File: src/logic/cppc_defines.svh
/*
 * Offsets, field positions, reset values and sizes for the cache portion
 * partition controller. Assumes it is included by its bare name.
 */
`ifndef CPPC_DEFINES_SVH
`define CPPC_DEFINES_SVH

// ****************************************
// Register offsets within one feature page
// ****************************************
`define CPPC_OFS_FEATURE_ID   12'h000
`define CPPC_OFS_PORTION_ID   12'h030
`define CPPC_OFS_PART_SEL     12'h100
`define CPPC_OFS_PORTION_MAP  12'h200
`define CPPC_OFS_BW_MAX       12'h208

// ****************************************
// Sizes
// ****************************************
`define CPPC_PARTITION_ID_W         4
`define CPPC_RIS_W            1
`define CPPC_NUM_PORTIONS     8
`define CPPC_PORTION_IDX_W    3
`define CPPC_BW_W             16
`define CPPC_ENTRIES          64
`define CPPC_IDX_W            6

// ****************************************
// Field positions
// ****************************************
`define CPPC_SEL_PID_LSB      0
`define CPPC_SEL_RIS_LSB      24
`define CPPC_FID_PID_MAX_LSB  0
`define CPPC_FID_HAS_CPOR     16
`define CPPC_FID_HAS_MBW_MAX  17
`define CPPC_FID_INSTANCE_SELECT_PRESENT      18
`define CPPC_FID_RIS_MAX_LSB  24
`define CPPC_PID_NUM_LSB      0

// ****************************************
// Reset and constant values
// ****************************************
`define CPPC_MAP_RST          8'hFF
`define CPPC_BW_RST           16'hFFFF
`define CPPC_PID_MAX          4'hF
`define CPPC_RIS_MAX          1'h1
`define CPPC_NUM_PORTIONS_VAL 16'h0008

`endif

File: src/logic/cppc_pkg.sv
/*
 * Types and the shared index decode of the cache portion partition
 * controller. Assumes cppc_defines.svh is on the include path.
 */
package cppc_pkg;
`include "cppc_defines.svh"

   typedef logic [`CPPC_PARTITION_ID_W-1:0]      cppc_partition_id_t;
   typedef logic [`CPPC_RIS_W-1:0]         cppc_ris_t;
   typedef logic [`CPPC_NUM_PORTIONS-1:0]  cppc_map_t;
   typedef logic [`CPPC_BW_W-1:0]          cppc_bw_t;
   typedef logic [`CPPC_IDX_W-1:0]         cppc_idx_t;
   typedef logic [`CPPC_PORTION_IDX_W-1:0] cppc_pidx_t;

   typedef struct packed {
      cppc_partition_id_t sel_pid_s;
      cppc_partition_id_t sel_pid_ns;
      cppc_ris_t    sel_ris_s;
      cppc_ris_t    sel_ris_ns;
      logic         ack;
      logic         err;
      logic [31:0]  rdata;
      logic         rsp_valid;
      logic         rsp_hit;
      logic         rsp_alloc;
      cppc_map_t    rsp_portion;
      cppc_bw_t     rsp_bw;
   } cppc_top_state_t;

   typedef struct packed {
      cppc_pidx_t ptr;
   } cppc_pick_state_t;

   // Space, instance and partition together pick one settings entry
   function automatic cppc_idx_t cppc_index(input logic ns, input cppc_ris_t resource_instance_select,
                                            input cppc_partition_id_t pid);
      return {ns, resource_instance_select, pid};
   endfunction
endpackage

File: src/logic/cppc_settings_store.sv
/*
 * Per-partition settings storage: portion allowance map and bandwidth
 * maximum, one entry per space, instance and partition.
 * Assumes a single writer and two independent combinational readers.
 */
`timescale 1ns/1ns
module cppc_settings_store
   import cppc_pkg::*;
(
   input  wire logic      clk,
   input  wire logic      rst_n,
   input  wire logic      wr_map,
   input  wire logic      wr_bw,
   input  wire cppc_idx_t wr_idx,
   input  wire logic [31:0] wr_data,
   input  wire cppc_idx_t rd_idx_a,
   output cppc_map_t      map_a,
   output cppc_bw_t       bw_a,
   input  wire cppc_idx_t rd_idx_b,
   output cppc_map_t      map_b,
   output cppc_bw_t       bw_b
);
   typedef struct packed {
      cppc_map_t [`CPPC_ENTRIES-1:0] map;
      cppc_bw_t  [`CPPC_ENTRIES-1:0] bw;
   } cppc_store_t;

   cppc_store_t st_reg;
   cppc_store_t st_next;

   always_comb begin
      st_next = st_reg;
      if (wr_map) begin
         st_next.map[wr_idx] = wr_data[`CPPC_NUM_PORTIONS-1:0];
      end
      if (wr_bw) begin
         st_next.bw[wr_idx] = wr_data[`CPPC_BW_W-1:0];
      end
   end

   // Full access after reset so an unprogrammed cache behaves unpartitioned
   always_ff @(posedge clk or negedge rst_n) begin
      if (!rst_n) begin
         st_reg <= {{`CPPC_ENTRIES{`CPPC_MAP_RST}}, {`CPPC_ENTRIES{`CPPC_BW_RST}}};
      end else begin
         st_reg <= st_next;
      end
   end

   assign map_a = st_reg.map[rd_idx_a];
   assign bw_a  = st_reg.bw[rd_idx_a];
   assign map_b = st_reg.map[rd_idx_b];
   assign bw_b  = st_reg.bw[rd_idx_b];
endmodule

File: src/logic/cppc_portion_pick.sv
/*
 * Round-robin choice of one allowed cache portion for a line fill.
 * Assumes the caller advances it only when an allocation is taken.
 */
`timescale 1ns/1ns
module cppc_portion_pick
   import cppc_pkg::*;
(
   input  wire logic      clk,
   input  wire logic      rst_n,
   input  wire cppc_map_t allow_map,
   input  wire logic      take,
   output cppc_map_t      pick
);
   cppc_pick_state_t st_reg;
   cppc_pick_state_t st_next;

   // First allowed portion at or after the pointer, as one-hot
   function automatic cppc_map_t first_from(input cppc_map_t m, input cppc_pidx_t p);
      cppc_map_t  r;
      logic       found;
      cppc_pidx_t k;
      r     = '0;
      found = 1'b0;
      for (int i = 0; i < `CPPC_NUM_PORTIONS; i++) begin
         k = p + cppc_pidx_t'(i);
         if (m[k] && !found) begin
            r[k]  = 1'b1;
            found = 1'b1;
         end
      end
      return r;
   endfunction

   always_comb begin
      pick    = first_from(allow_map, st_reg.ptr);
      st_next = st_reg;
      // Moving past the chosen portion spreads fills evenly over the map
      if (take) begin
         for (int i = 0; i < `CPPC_NUM_PORTIONS; i++) begin
            if (pick[i]) begin
               st_next.ptr = cppc_pidx_t'(i + 1);
            end
         end
      end
   end

   always_ff @(posedge clk or negedge rst_n) begin
      if (!rst_n) begin
         st_reg <= '0;
      end else begin
         st_reg <= st_next;
      end
   end
endmodule

File: src/logic/cppc_partition_ctrl.sv
/*
 * Cache portion partition controller: secure and non-secure register pages
 * with select-then-configure access, and per-request allocation steering.
 * Assumes the cache reports its own lookup hit and a capacity-limit verdict,
 * and maps one portion to each equal share of its ways.
 */
`timescale 1ns/1ns
module cppc_partition_ctrl
   import cppc_pkg::*;
(
   input  wire logic         CLK,
   input  wire logic         RST_N,
   input  wire logic         REG_REQ,
   input  wire logic         REG_WR,
   input  wire logic         REG_NS,
   input  wire logic [11:0]  REG_ADDR,
   input  wire logic [31:0]  REG_WDATA,
   output logic              REG_ACK,
   output logic              REG_ERR,
   output logic [31:0]       REG_RDATA,
   input  wire logic         REQ_VALID,
   input  wire logic         REQ_NS,
   input  wire cppc_partition_id_t REQ_PARTITION_ID,
   input  wire cppc_ris_t    REQ_RIS,
   input  wire logic         REQ_HIT,
   input  wire logic         REQ_NEED_ALLOC,
   input  wire logic         REQ_CAP_OK,
   output logic              RSP_VALID,
   output logic              RSP_HIT,
   output logic              RSP_ALLOC,
   output cppc_map_t         RSP_PORTION,
   output cppc_bw_t          RSP_BW_MAX
);

   // ****************************************
   // Register decode
   // ****************************************

   // One code per decoded page offset; anything else answers with an error
   typedef enum logic [5:0] {
      CPPC_SEL_NONE    = 6'h01,
      CPPC_SEL_FEATURE = 6'h02,
      CPPC_SEL_PORTION = 6'h04,
      CPPC_SEL_PARTSEL = 6'h08,
      CPPC_SEL_MAP     = 6'h10,
      CPPC_SEL_BWMAX   = 6'h20
   } cppc_reg_sel_t;

   // Offset to register; shared by the write strobes and the read mux
   function automatic cppc_reg_sel_t decode_offset(input logic [11:0] addr);
      cppc_reg_sel_t r;
      unique case (addr)
         `CPPC_OFS_FEATURE_ID:  r = CPPC_SEL_FEATURE;
         `CPPC_OFS_PORTION_ID:  r = CPPC_SEL_PORTION;
         `CPPC_OFS_PART_SEL:    r = CPPC_SEL_PARTSEL;
         `CPPC_OFS_PORTION_MAP: r = CPPC_SEL_MAP;
         `CPPC_OFS_BW_MAX:      r = CPPC_SEL_BWMAX;
         default:               r = CPPC_SEL_NONE;
      endcase
      return r;
   endfunction

   // Each implemented control announces itself; the maxima tell software
   // how many partitions and instances each page can reach
   function automatic logic [31:0] feature_word();
      logic [31:0] w;
      w = 32'h00000000;
      w[`CPPC_FID_PID_MAX_LSB +: `CPPC_PARTITION_ID_W] = `CPPC_PID_MAX;
      w[`CPPC_FID_HAS_CPOR]                      = 1'b1;
      w[`CPPC_FID_HAS_MBW_MAX]                   = 1'b1;
      w[`CPPC_FID_INSTANCE_SELECT_PRESENT]                       = 1'b1;
      w[`CPPC_FID_RIS_MAX_LSB +: `CPPC_RIS_W]    = `CPPC_RIS_MAX;
      return w;
   endfunction

   // Portion count is a separate constant, CPPC_NUM_PORTIONS_VAL, set equal to the allowance map width
   function automatic logic [31:0] portion_word();
      logic [31:0] w;
      w = 32'h00000000;
      w[`CPPC_PID_NUM_LSB +: 16] = `CPPC_NUM_PORTIONS_VAL;
      return w;
   endfunction

   function automatic logic [31:0] select_word(input cppc_partition_id_t pid, input cppc_ris_t resource_instance_select);
      logic [31:0] w;
      w = 32'h00000000;
      w[`CPPC_SEL_PID_LSB +: `CPPC_PARTITION_ID_W] = pid;
      w[`CPPC_SEL_RIS_LSB +: `CPPC_RIS_W]    = resource_instance_select;
      return w;
   endfunction

   // ****************************************
   // State and internal nets
   // ****************************************

   cppc_top_state_t st_reg;
   cppc_top_state_t st_next;
   cppc_reg_sel_t   reg_sel;
   logic            reg_take;
   logic            reg_write;
   logic            wr_map;
   logic            wr_bw;
   cppc_partition_id_t    sel_pid;
   cppc_ris_t       sel_ris;
   cppc_idx_t       cfg_idx;
   cppc_map_t       cfg_map;
   cppc_bw_t        cfg_bw;
   cppc_idx_t       req_idx;
   cppc_map_t       req_map;
   cppc_bw_t        req_bw;
   cppc_map_t       pick;
   logic            alloc_ok;

   // ****************************************
   // Register page access
   // ****************************************

   // Acknowledge lasts one cycle; a request still held while it shows is not
   // taken again, so a master that drops the request on acknowledge sees one
   // access per request
   assign reg_take  = REG_REQ && !st_reg.ack;
   assign reg_write = reg_take && REG_WR;
   assign reg_sel   = decode_offset(REG_ADDR);

   // The page used for the access picks its own select contents
   assign sel_pid = REG_NS ? st_reg.sel_pid_ns : st_reg.sel_pid_s;
   assign sel_ris = REG_NS ? st_reg.sel_ris_ns : st_reg.sel_ris_s;
   assign cfg_idx = cppc_index(REG_NS, sel_ris, sel_pid);

   assign wr_map = reg_write && (reg_sel == CPPC_SEL_MAP);
   assign wr_bw  = reg_write && (reg_sel == CPPC_SEL_BWMAX);

   // ****************************************
   // Request steering
   // ****************************************

   // Partition info rides with every request and alone picks the settings
   assign req_idx = cppc_index(REQ_NS, REQ_RIS, REQ_PARTITION_ID);

   // A hit never allocates; a fill needs a permitted portion and the
   // cache's capacity verdict at the same time
   assign alloc_ok = REQ_VALID && !REQ_HIT && REQ_NEED_ALLOC
                     && REQ_CAP_OK
                     && (req_map != '0);

   // ****************************************
   // Settings storage and portion choice
   // ****************************************

   // A map write only changes what later fills may use; there is no path
   // from here to resident lines, so nothing moves or is evicted
   cppc_settings_store u_store (
      .clk      (CLK),
      .rst_n    (RST_N),
      .wr_map   (wr_map),
      .wr_bw    (wr_bw),
      .wr_idx   (cfg_idx),
      .wr_data  (REG_WDATA),
      .rd_idx_a (cfg_idx),
      .map_a    (cfg_map),
      .bw_a     (cfg_bw),
      .rd_idx_b (req_idx),
      .map_b    (req_map),
      .bw_b     (req_bw)
   );

   // Portions are equal shares; every partition granted one shares it
   cppc_portion_pick u_pick (
      .clk       (CLK),
      .rst_n     (RST_N),
      .allow_map (req_map),
      .take      (alloc_ok),
      .pick      (pick)
   );

   // ****************************************
   // Next state
   // ****************************************

   always_comb begin
      logic [31:0] rd_word;
      logic        rd_err;
      rd_word = 32'h00000000;
      rd_err  = 1'b0;
      st_next = st_reg;

      unique case (reg_sel)
         CPPC_SEL_FEATURE: rd_word = feature_word();
         CPPC_SEL_PORTION: rd_word = portion_word();
         CPPC_SEL_PARTSEL: rd_word = select_word(sel_pid, sel_ris);
         CPPC_SEL_MAP:     rd_word = {{(32 - `CPPC_NUM_PORTIONS){1'b0}}, cfg_map};
         CPPC_SEL_BWMAX:   rd_word = {{(32 - `CPPC_BW_W){1'b0}}, cfg_bw};
         CPPC_SEL_NONE:    rd_err  = 1'b1;
      endcase

      // Register page answer
      st_next.ack = reg_take;
      if (reg_take) begin
         st_next.err   = rd_err;
         st_next.rdata = REG_WR ? 32'h00000000 : rd_word;
      end

      // Select write lands in the page it came through only
      if (reg_write && (reg_sel == CPPC_SEL_PARTSEL)) begin
         if (REG_NS) begin
            st_next.sel_pid_ns = REG_WDATA[`CPPC_SEL_PID_LSB +: `CPPC_PARTITION_ID_W];
            st_next.sel_ris_ns = REG_WDATA[`CPPC_SEL_RIS_LSB +: `CPPC_RIS_W];
         end else begin
            st_next.sel_pid_s = REG_WDATA[`CPPC_SEL_PID_LSB +: `CPPC_PARTITION_ID_W];
            st_next.sel_ris_s = REG_WDATA[`CPPC_SEL_RIS_LSB +: `CPPC_RIS_W];
         end
      end

      // Response one cycle after the request
      st_next.rsp_valid   = REQ_VALID;
      st_next.rsp_hit     = REQ_VALID && REQ_HIT;
      st_next.rsp_alloc   = alloc_ok;
      st_next.rsp_portion = alloc_ok ? pick : '0;
      // Bandwidth limit holds the last request's value between requests
      if (REQ_VALID) begin
         st_next.rsp_bw = req_bw;
      end
   end

   always_ff @(posedge CLK or negedge RST_N) begin
      if (!RST_N) begin
         st_reg <= '0;
      end else begin
         st_reg <= st_next;
      end
   end

   // ****************************************
   // Outputs, each straight from the state register
   // ****************************************

   assign REG_ACK     = st_reg.ack;
   assign REG_ERR     = st_reg.err;
   assign REG_RDATA   = st_reg.rdata;
   assign RSP_VALID   = st_reg.rsp_valid;
   assign RSP_HIT     = st_reg.rsp_hit;
   assign RSP_ALLOC   = st_reg.rsp_alloc;
   assign RSP_PORTION = st_reg.rsp_portion;
   assign RSP_BW_MAX  = st_reg.rsp_bw;

   // ****************************************
   // Assertions
   // ****************************************

   // Acknowledge is a single-cycle pulse
   property p_ack_single;
      @(posedge CLK) disable iff (!RST_N)
      REG_ACK |=> !REG_ACK;
   endproperty
   a_ack_single: assert property (p_ack_single) else $error("acknowledge held");

   // An unknown offset is answered with an error
   property p_err_unmapped;
      @(posedge CLK) disable iff (!RST_N)
      REG_REQ && !REG_ACK && (reg_sel == CPPC_SEL_NONE) |=> REG_ERR;
   endproperty
   a_err_unmapped: assert property (p_err_unmapped) else $error("no error on bad offset");

   // A chosen portion is always one the partition may use
   property p_fill_in_map;
      @(posedge CLK) disable iff (!RST_N)
      alloc_ok |-> ((pick & ~req_map) == '0);
   endproperty
   a_fill_in_map: assert property (p_fill_in_map) else $error("fill outside map");

   // Exactly one portion per fill
   property p_fill_onehot;
      @(posedge CLK) disable iff (!RST_N)
      alloc_ok |-> $onehot(pick);
   endproperty
   a_fill_onehot: assert property (p_fill_onehot) else $error("fill not one portion");

   property p_empty_map;
      @(posedge CLK) disable iff (!RST_N)
      REQ_VALID && (req_map == '0) |=> !RSP_ALLOC;
   endproperty
   a_empty_map: assert property (p_empty_map) else $error("fill with empty map");

   property p_cap_gate;
      @(posedge CLK) disable iff (!RST_N)
      REQ_VALID && !REQ_CAP_OK |=> !RSP_ALLOC;
   endproperty
   a_cap_gate: assert property (p_cap_gate) else $error("fill over capacity");

   // A hit stays a hit whatever the map says, and never fills
   property p_hit_kept;
      @(posedge CLK) disable iff (!RST_N)
      REQ_VALID && REQ_HIT |=> RSP_HIT && !RSP_ALLOC;
   endproperty
   a_hit_kept: assert property (p_hit_kept) else $error("hit lost or filled");

   property p_bw_entry;
      @(posedge CLK) disable iff (!RST_N)
      REQ_VALID |=> (RSP_BW_MAX == $past(req_bw));
   endproperty
   a_bw_entry: assert property (p_bw_entry) else $error("wrong bandwidth entry");

   // A non-secure page write leaves the secure select alone
   property p_sel_page;
      @(posedge CLK) disable iff (!RST_N)
      reg_write && REG_NS |=> $stable(st_reg.sel_pid_s) && $stable(st_reg.sel_ris_s);
   endproperty
   a_sel_page: assert property (p_sel_page) else $error("select crossed pages");
endmodule

File: config.mk
export PLATFORM = sky130hd
export DESIGN_NAME = cppc_partition_ctrl
export DESIGN_NICKNAME = d
export VERILOG_FILES = /design/src/logic/cppc_pkg.sv /design/src/logic/cppc_settings_store.sv /design/src/logic/cppc_portion_pick.sv /design/src/logic/cppc_partition_ctrl.sv
export VERILOG_INCLUDE_DIRS = /design/src /design/src/logic
export SDC_FILE = /design/constraint.sdc
export NUM_CORES = 2
export LEC_CHECK = 0
export ABC_CLOCK_PERIOD_IN_PS = 4500
export BUFFER_PORTS_ARGS = -buffer_cell sky130_fd_sc_hd__buf_2
export CAP_MARGIN = 20
export CORE_MARGIN = 4
export CORE_UTILIZATION = 40
export CTS_CLUSTER_SIZE = 24
export DETAILED_ROUTE_END_ITERATION = 10
export GPL_TIMING_DRIVEN = 1
export PLACE_DENSITY_LB_ADDON = 0.1
export SLEW_MARGIN = 20
export SYNTH_ARGS = -nofsm -noshare
export SYNTH_HDL_FRONTEND = slang
export SYNTH_SLANG_ARGS = --single-unit
File: constraint.sdc
create_clock -name CLK -period 4.5 [get_ports CLK]
set_input_delay 0.9 -clock CLK [delete_from_list [all_inputs] [get_ports CLK]]
set_output_delay 0.9 -clock CLK [all_outputs]
set_load 0.05 [all_outputs]
==> metrics <==
VDD IR max=0.4316 mV; Yosys warnings=0; Worst Setup End Kind=flop; drt first pass iters=6; Filler Cell Count=19265; Async S/R FF share, synth=1.000; Least-Margin Pin Slew=~1.1 ns; start-to-end type of the worst setup path=in2reg; Post-synth top cells=1570 x mux2_2, 1536 x dfstp_2, 592 x nand2_1; number of levels in the clock H-tree=4; total of max-cap violations=0; vias after detailed routing=66629; unique cell type count in the Yosys netlist=77; DRT antenna net count=0; CTS Hold Bufs=0; type of the most critical hold path=in2async; most numerous cell in the Yosys netlist=mux2_2; final routed DRC violation total=0; worst rel slew slack=0.2460; root buffer selected by CTS=clkbuf_16; Hold Vio Cnt, Final=0; synthesized cell area=86920 um2; Num Clock Sinks=1596; synthesis-to-finish area growth=18.78%; maximum number of pins on one net before global-route repair=131; final standard cell utilization of the core=0.4791; half-perimeter wire length of the detailed placement result=239.7 mm; total of buffers placed on input and output ports=92; global-route usage over all layers=0.3191; floorplan die area=roughly 220000 um2; synthesis-stage register bit count=1596; TNS Setup=-0.0006795 ns; total overflow reported by the global router=0; synthesized instance count=approximately 7000; die height=474.2 um; run status=finished with violations; TritonCTS Buffers=185; routed wire length per instance=34.87 um; layout net count=between 7000 and 8000; violated checks=setup timing; slack of the worst reg-to-reg path=0.04 ns; vias in the first global route=between 60000 and 70000; first-pass GRT wire length=518.0 mm; violation count after the first detailed-route iteration=6942; Pins Over Slew Limit=0; min Tclk post-route=4.501 ns; PwrDens=around 340 nW/um2; starting density of the core=0.4034; launching element type of the critical path=primary input; Lkg Pwr=40.91 nW; Skew-Pair Late Insertion Delay=0.86 ns; Worst Reg-to-Reg Cells=14; Routed WL=363.5 mm; data required time at the worst endpoint=between 5 and 6 ns; fraction of layout instances using a drive strength above 1=0.6523; minimum setup slack in the final design=-0.0006795 ns; area of the placeable core=215500 um2; period utilisation layout=1.000; maximum clock insertion buffer count=3; number of enable-type register cells in the synthesized netlist=0; clock transition at the register clock pins on the worst setup and hold paths after CTS=0.06 ns; area taken by flip-flops and latches=41860 um2; Horiz. Die Dim=474.2 um; critical-path maximum fanout=15; area leader, netlist=dfstp_2; average via count per standard cell=6.392; syn_area_per_cell=12.45 um2; standard-cell row count=170; number of placed instances, taps included=10069; Top-Level Pins=120; Placer Congestion=0.9250; non-filler cells, final=10423; post-synth top area share=0.4643; sequential share of the synthesized area=0.4816; Primary FF master, synth=dfstp_2; area used by multi-input combinational logic=between 40000 and 50000 um2; Clock Skews=between 0.05 and 0.06 ns; TritonCTS clock tree=yes; maximum operating frequency=0.2222 GHz; setup violation total in the final timing report=1; synth top area cells=dfstp_2 46%, mux2_2 20%, mux4_2 11%, nand2_1 2.6%, clkbuf_1 2.2%; unrepaired setup endpoints after global routing=yes; number of flip-flops under the largest register name=1536; Worst Path Arrival=5.24 ns; number of antenna violations at the first check in global routing=11
[report_power, final]
group          switching (mW)  leakage, nW  internal, mW
clock                    6.61         3.15          9.41
sequential             0.0396         16.7          14.4
combinational            2.94         21.1          2.04
total                    9.58         40.9          25.9
[critical path, cell delays in order]
cell       delay [ns]
buf_8            0.18
buf_4            0.30
mux4_2           0.42
nor2b_1          0.18
o31ai_1          0.35
buf_4            0.21
o2bb2ai_1        0.14
nand3_1          0.12
o21a_1           0.16
mux4_2           0.57
a211o_4          0.42
buf_6            0.15
o41ai_2          0.20
o22ai_1          0.16
and4b_2          0.26
a41oi_4          0.29
mux2i_1          0.21
[stage by stage]
stage	area [um2]	setup WS (ns)	hold WS [ns]	total power [mW]
detailed placement	96450	-1.318	0.4730	19.22
global route	103200	-0.03744	0.1812	36.70
finish	103200	-0.0006795	0.2183	35.48
CTS	103000	0.002494	0.1430	35.42
floorplan	87080	-0.2622	0.4498	16.96
global placement	96430	-1.288	0.4611	19.28
[area by class of cell]
| class | count | area share |
|---|---|---|
| diodes | 6 | 0.0001454 |
| clock buffers | 272 | 0.05369 |
| clock inverters | 68 | 0.008593 |
| inverters | 13 | 0.0005211 |
| multi-input cells | 4683 | 0.4144 |
| flip-flops and latches | 1596 | 0.4055 |
| well taps | 2838 | 0.03440 |
| repair buffers | 947 | 0.08280 |
[path summary, 6_finish.rpt]
check	from	end
min in group CLK	REQ_HIT	RSP_HIT$_DFF_PN0_
max in group asynchronous	RST_N	u_store.st_reg[58]$_DFFE_PN1P_
min	RST_N	RSP_BW_MAX[6]$_DFFE_PN0P_
max reg2reg	u_store.st_reg[1277]$_DFFE_PN1P_	u_pick.st_reg[2]$_DFFE_PN0P_
max	REQ_PARTITION_ID[2]	u_pick.st_reg[2]$_DFFE_PN0P_
min reg2reg	REG_RDATA[7]$_DFFE_PN0P_	REG_RDATA[7]$_DFFE_PN0P_
[layer usage]
layer  wire, um  share of wire  track usage  vias to the layer above
met1     149200           0.41       0.4252                    35399
met5         45        0.00012            0                        -
li1           -              -            -                    27089
met2     166700           0.46       0.4992                     3294
met4      21090          0.058       0.1584                        6
met3      26500          0.073      0.06037                      841
[placed cells by master (no fill, tap or decap), types with 178 or more instances in the layout]
master / netlist / routed
mux2_2: 1570 / 1566
dfstp_2: 1536 / 1536
buf_4: 64 / 736
nand2_1: 592 / 577
mux4_2: 435 / 435
o21ai_0: 356 / 355
nor2_1: 383 / 313
o22ai_1: 307 / 307
clkbuf_16: 0 / 190
a31oi_1: 179 / 178
[kinds of logic (layout without fill, tap and decap cells)]
family                   after synthesis  in the layout  synth area share
buffers and inverters                713           1300           0.03492
adder cells (fa/ha/maj)                6              6         0.0008637
AND/OR/NAND/NOR                     1345           1345           0.06613
other                                  1             18        0.00004314
XOR/XNOR                               4              4         0.0004031
multiplexers                        2133           2133            0.3309
AO/OA/AOI/OAI                       1183           1183           0.08519
flip-flops                          1596           1596            0.4816
[what timing repair did]
action / in CTS / in global routing
pin swaps: 7 / 13
gates resized for setup: 12 / 36
endpoints found under the setup margin: 8 / 3
setup buffers: 3 / 6
Power figures use the tool's default switching activity.
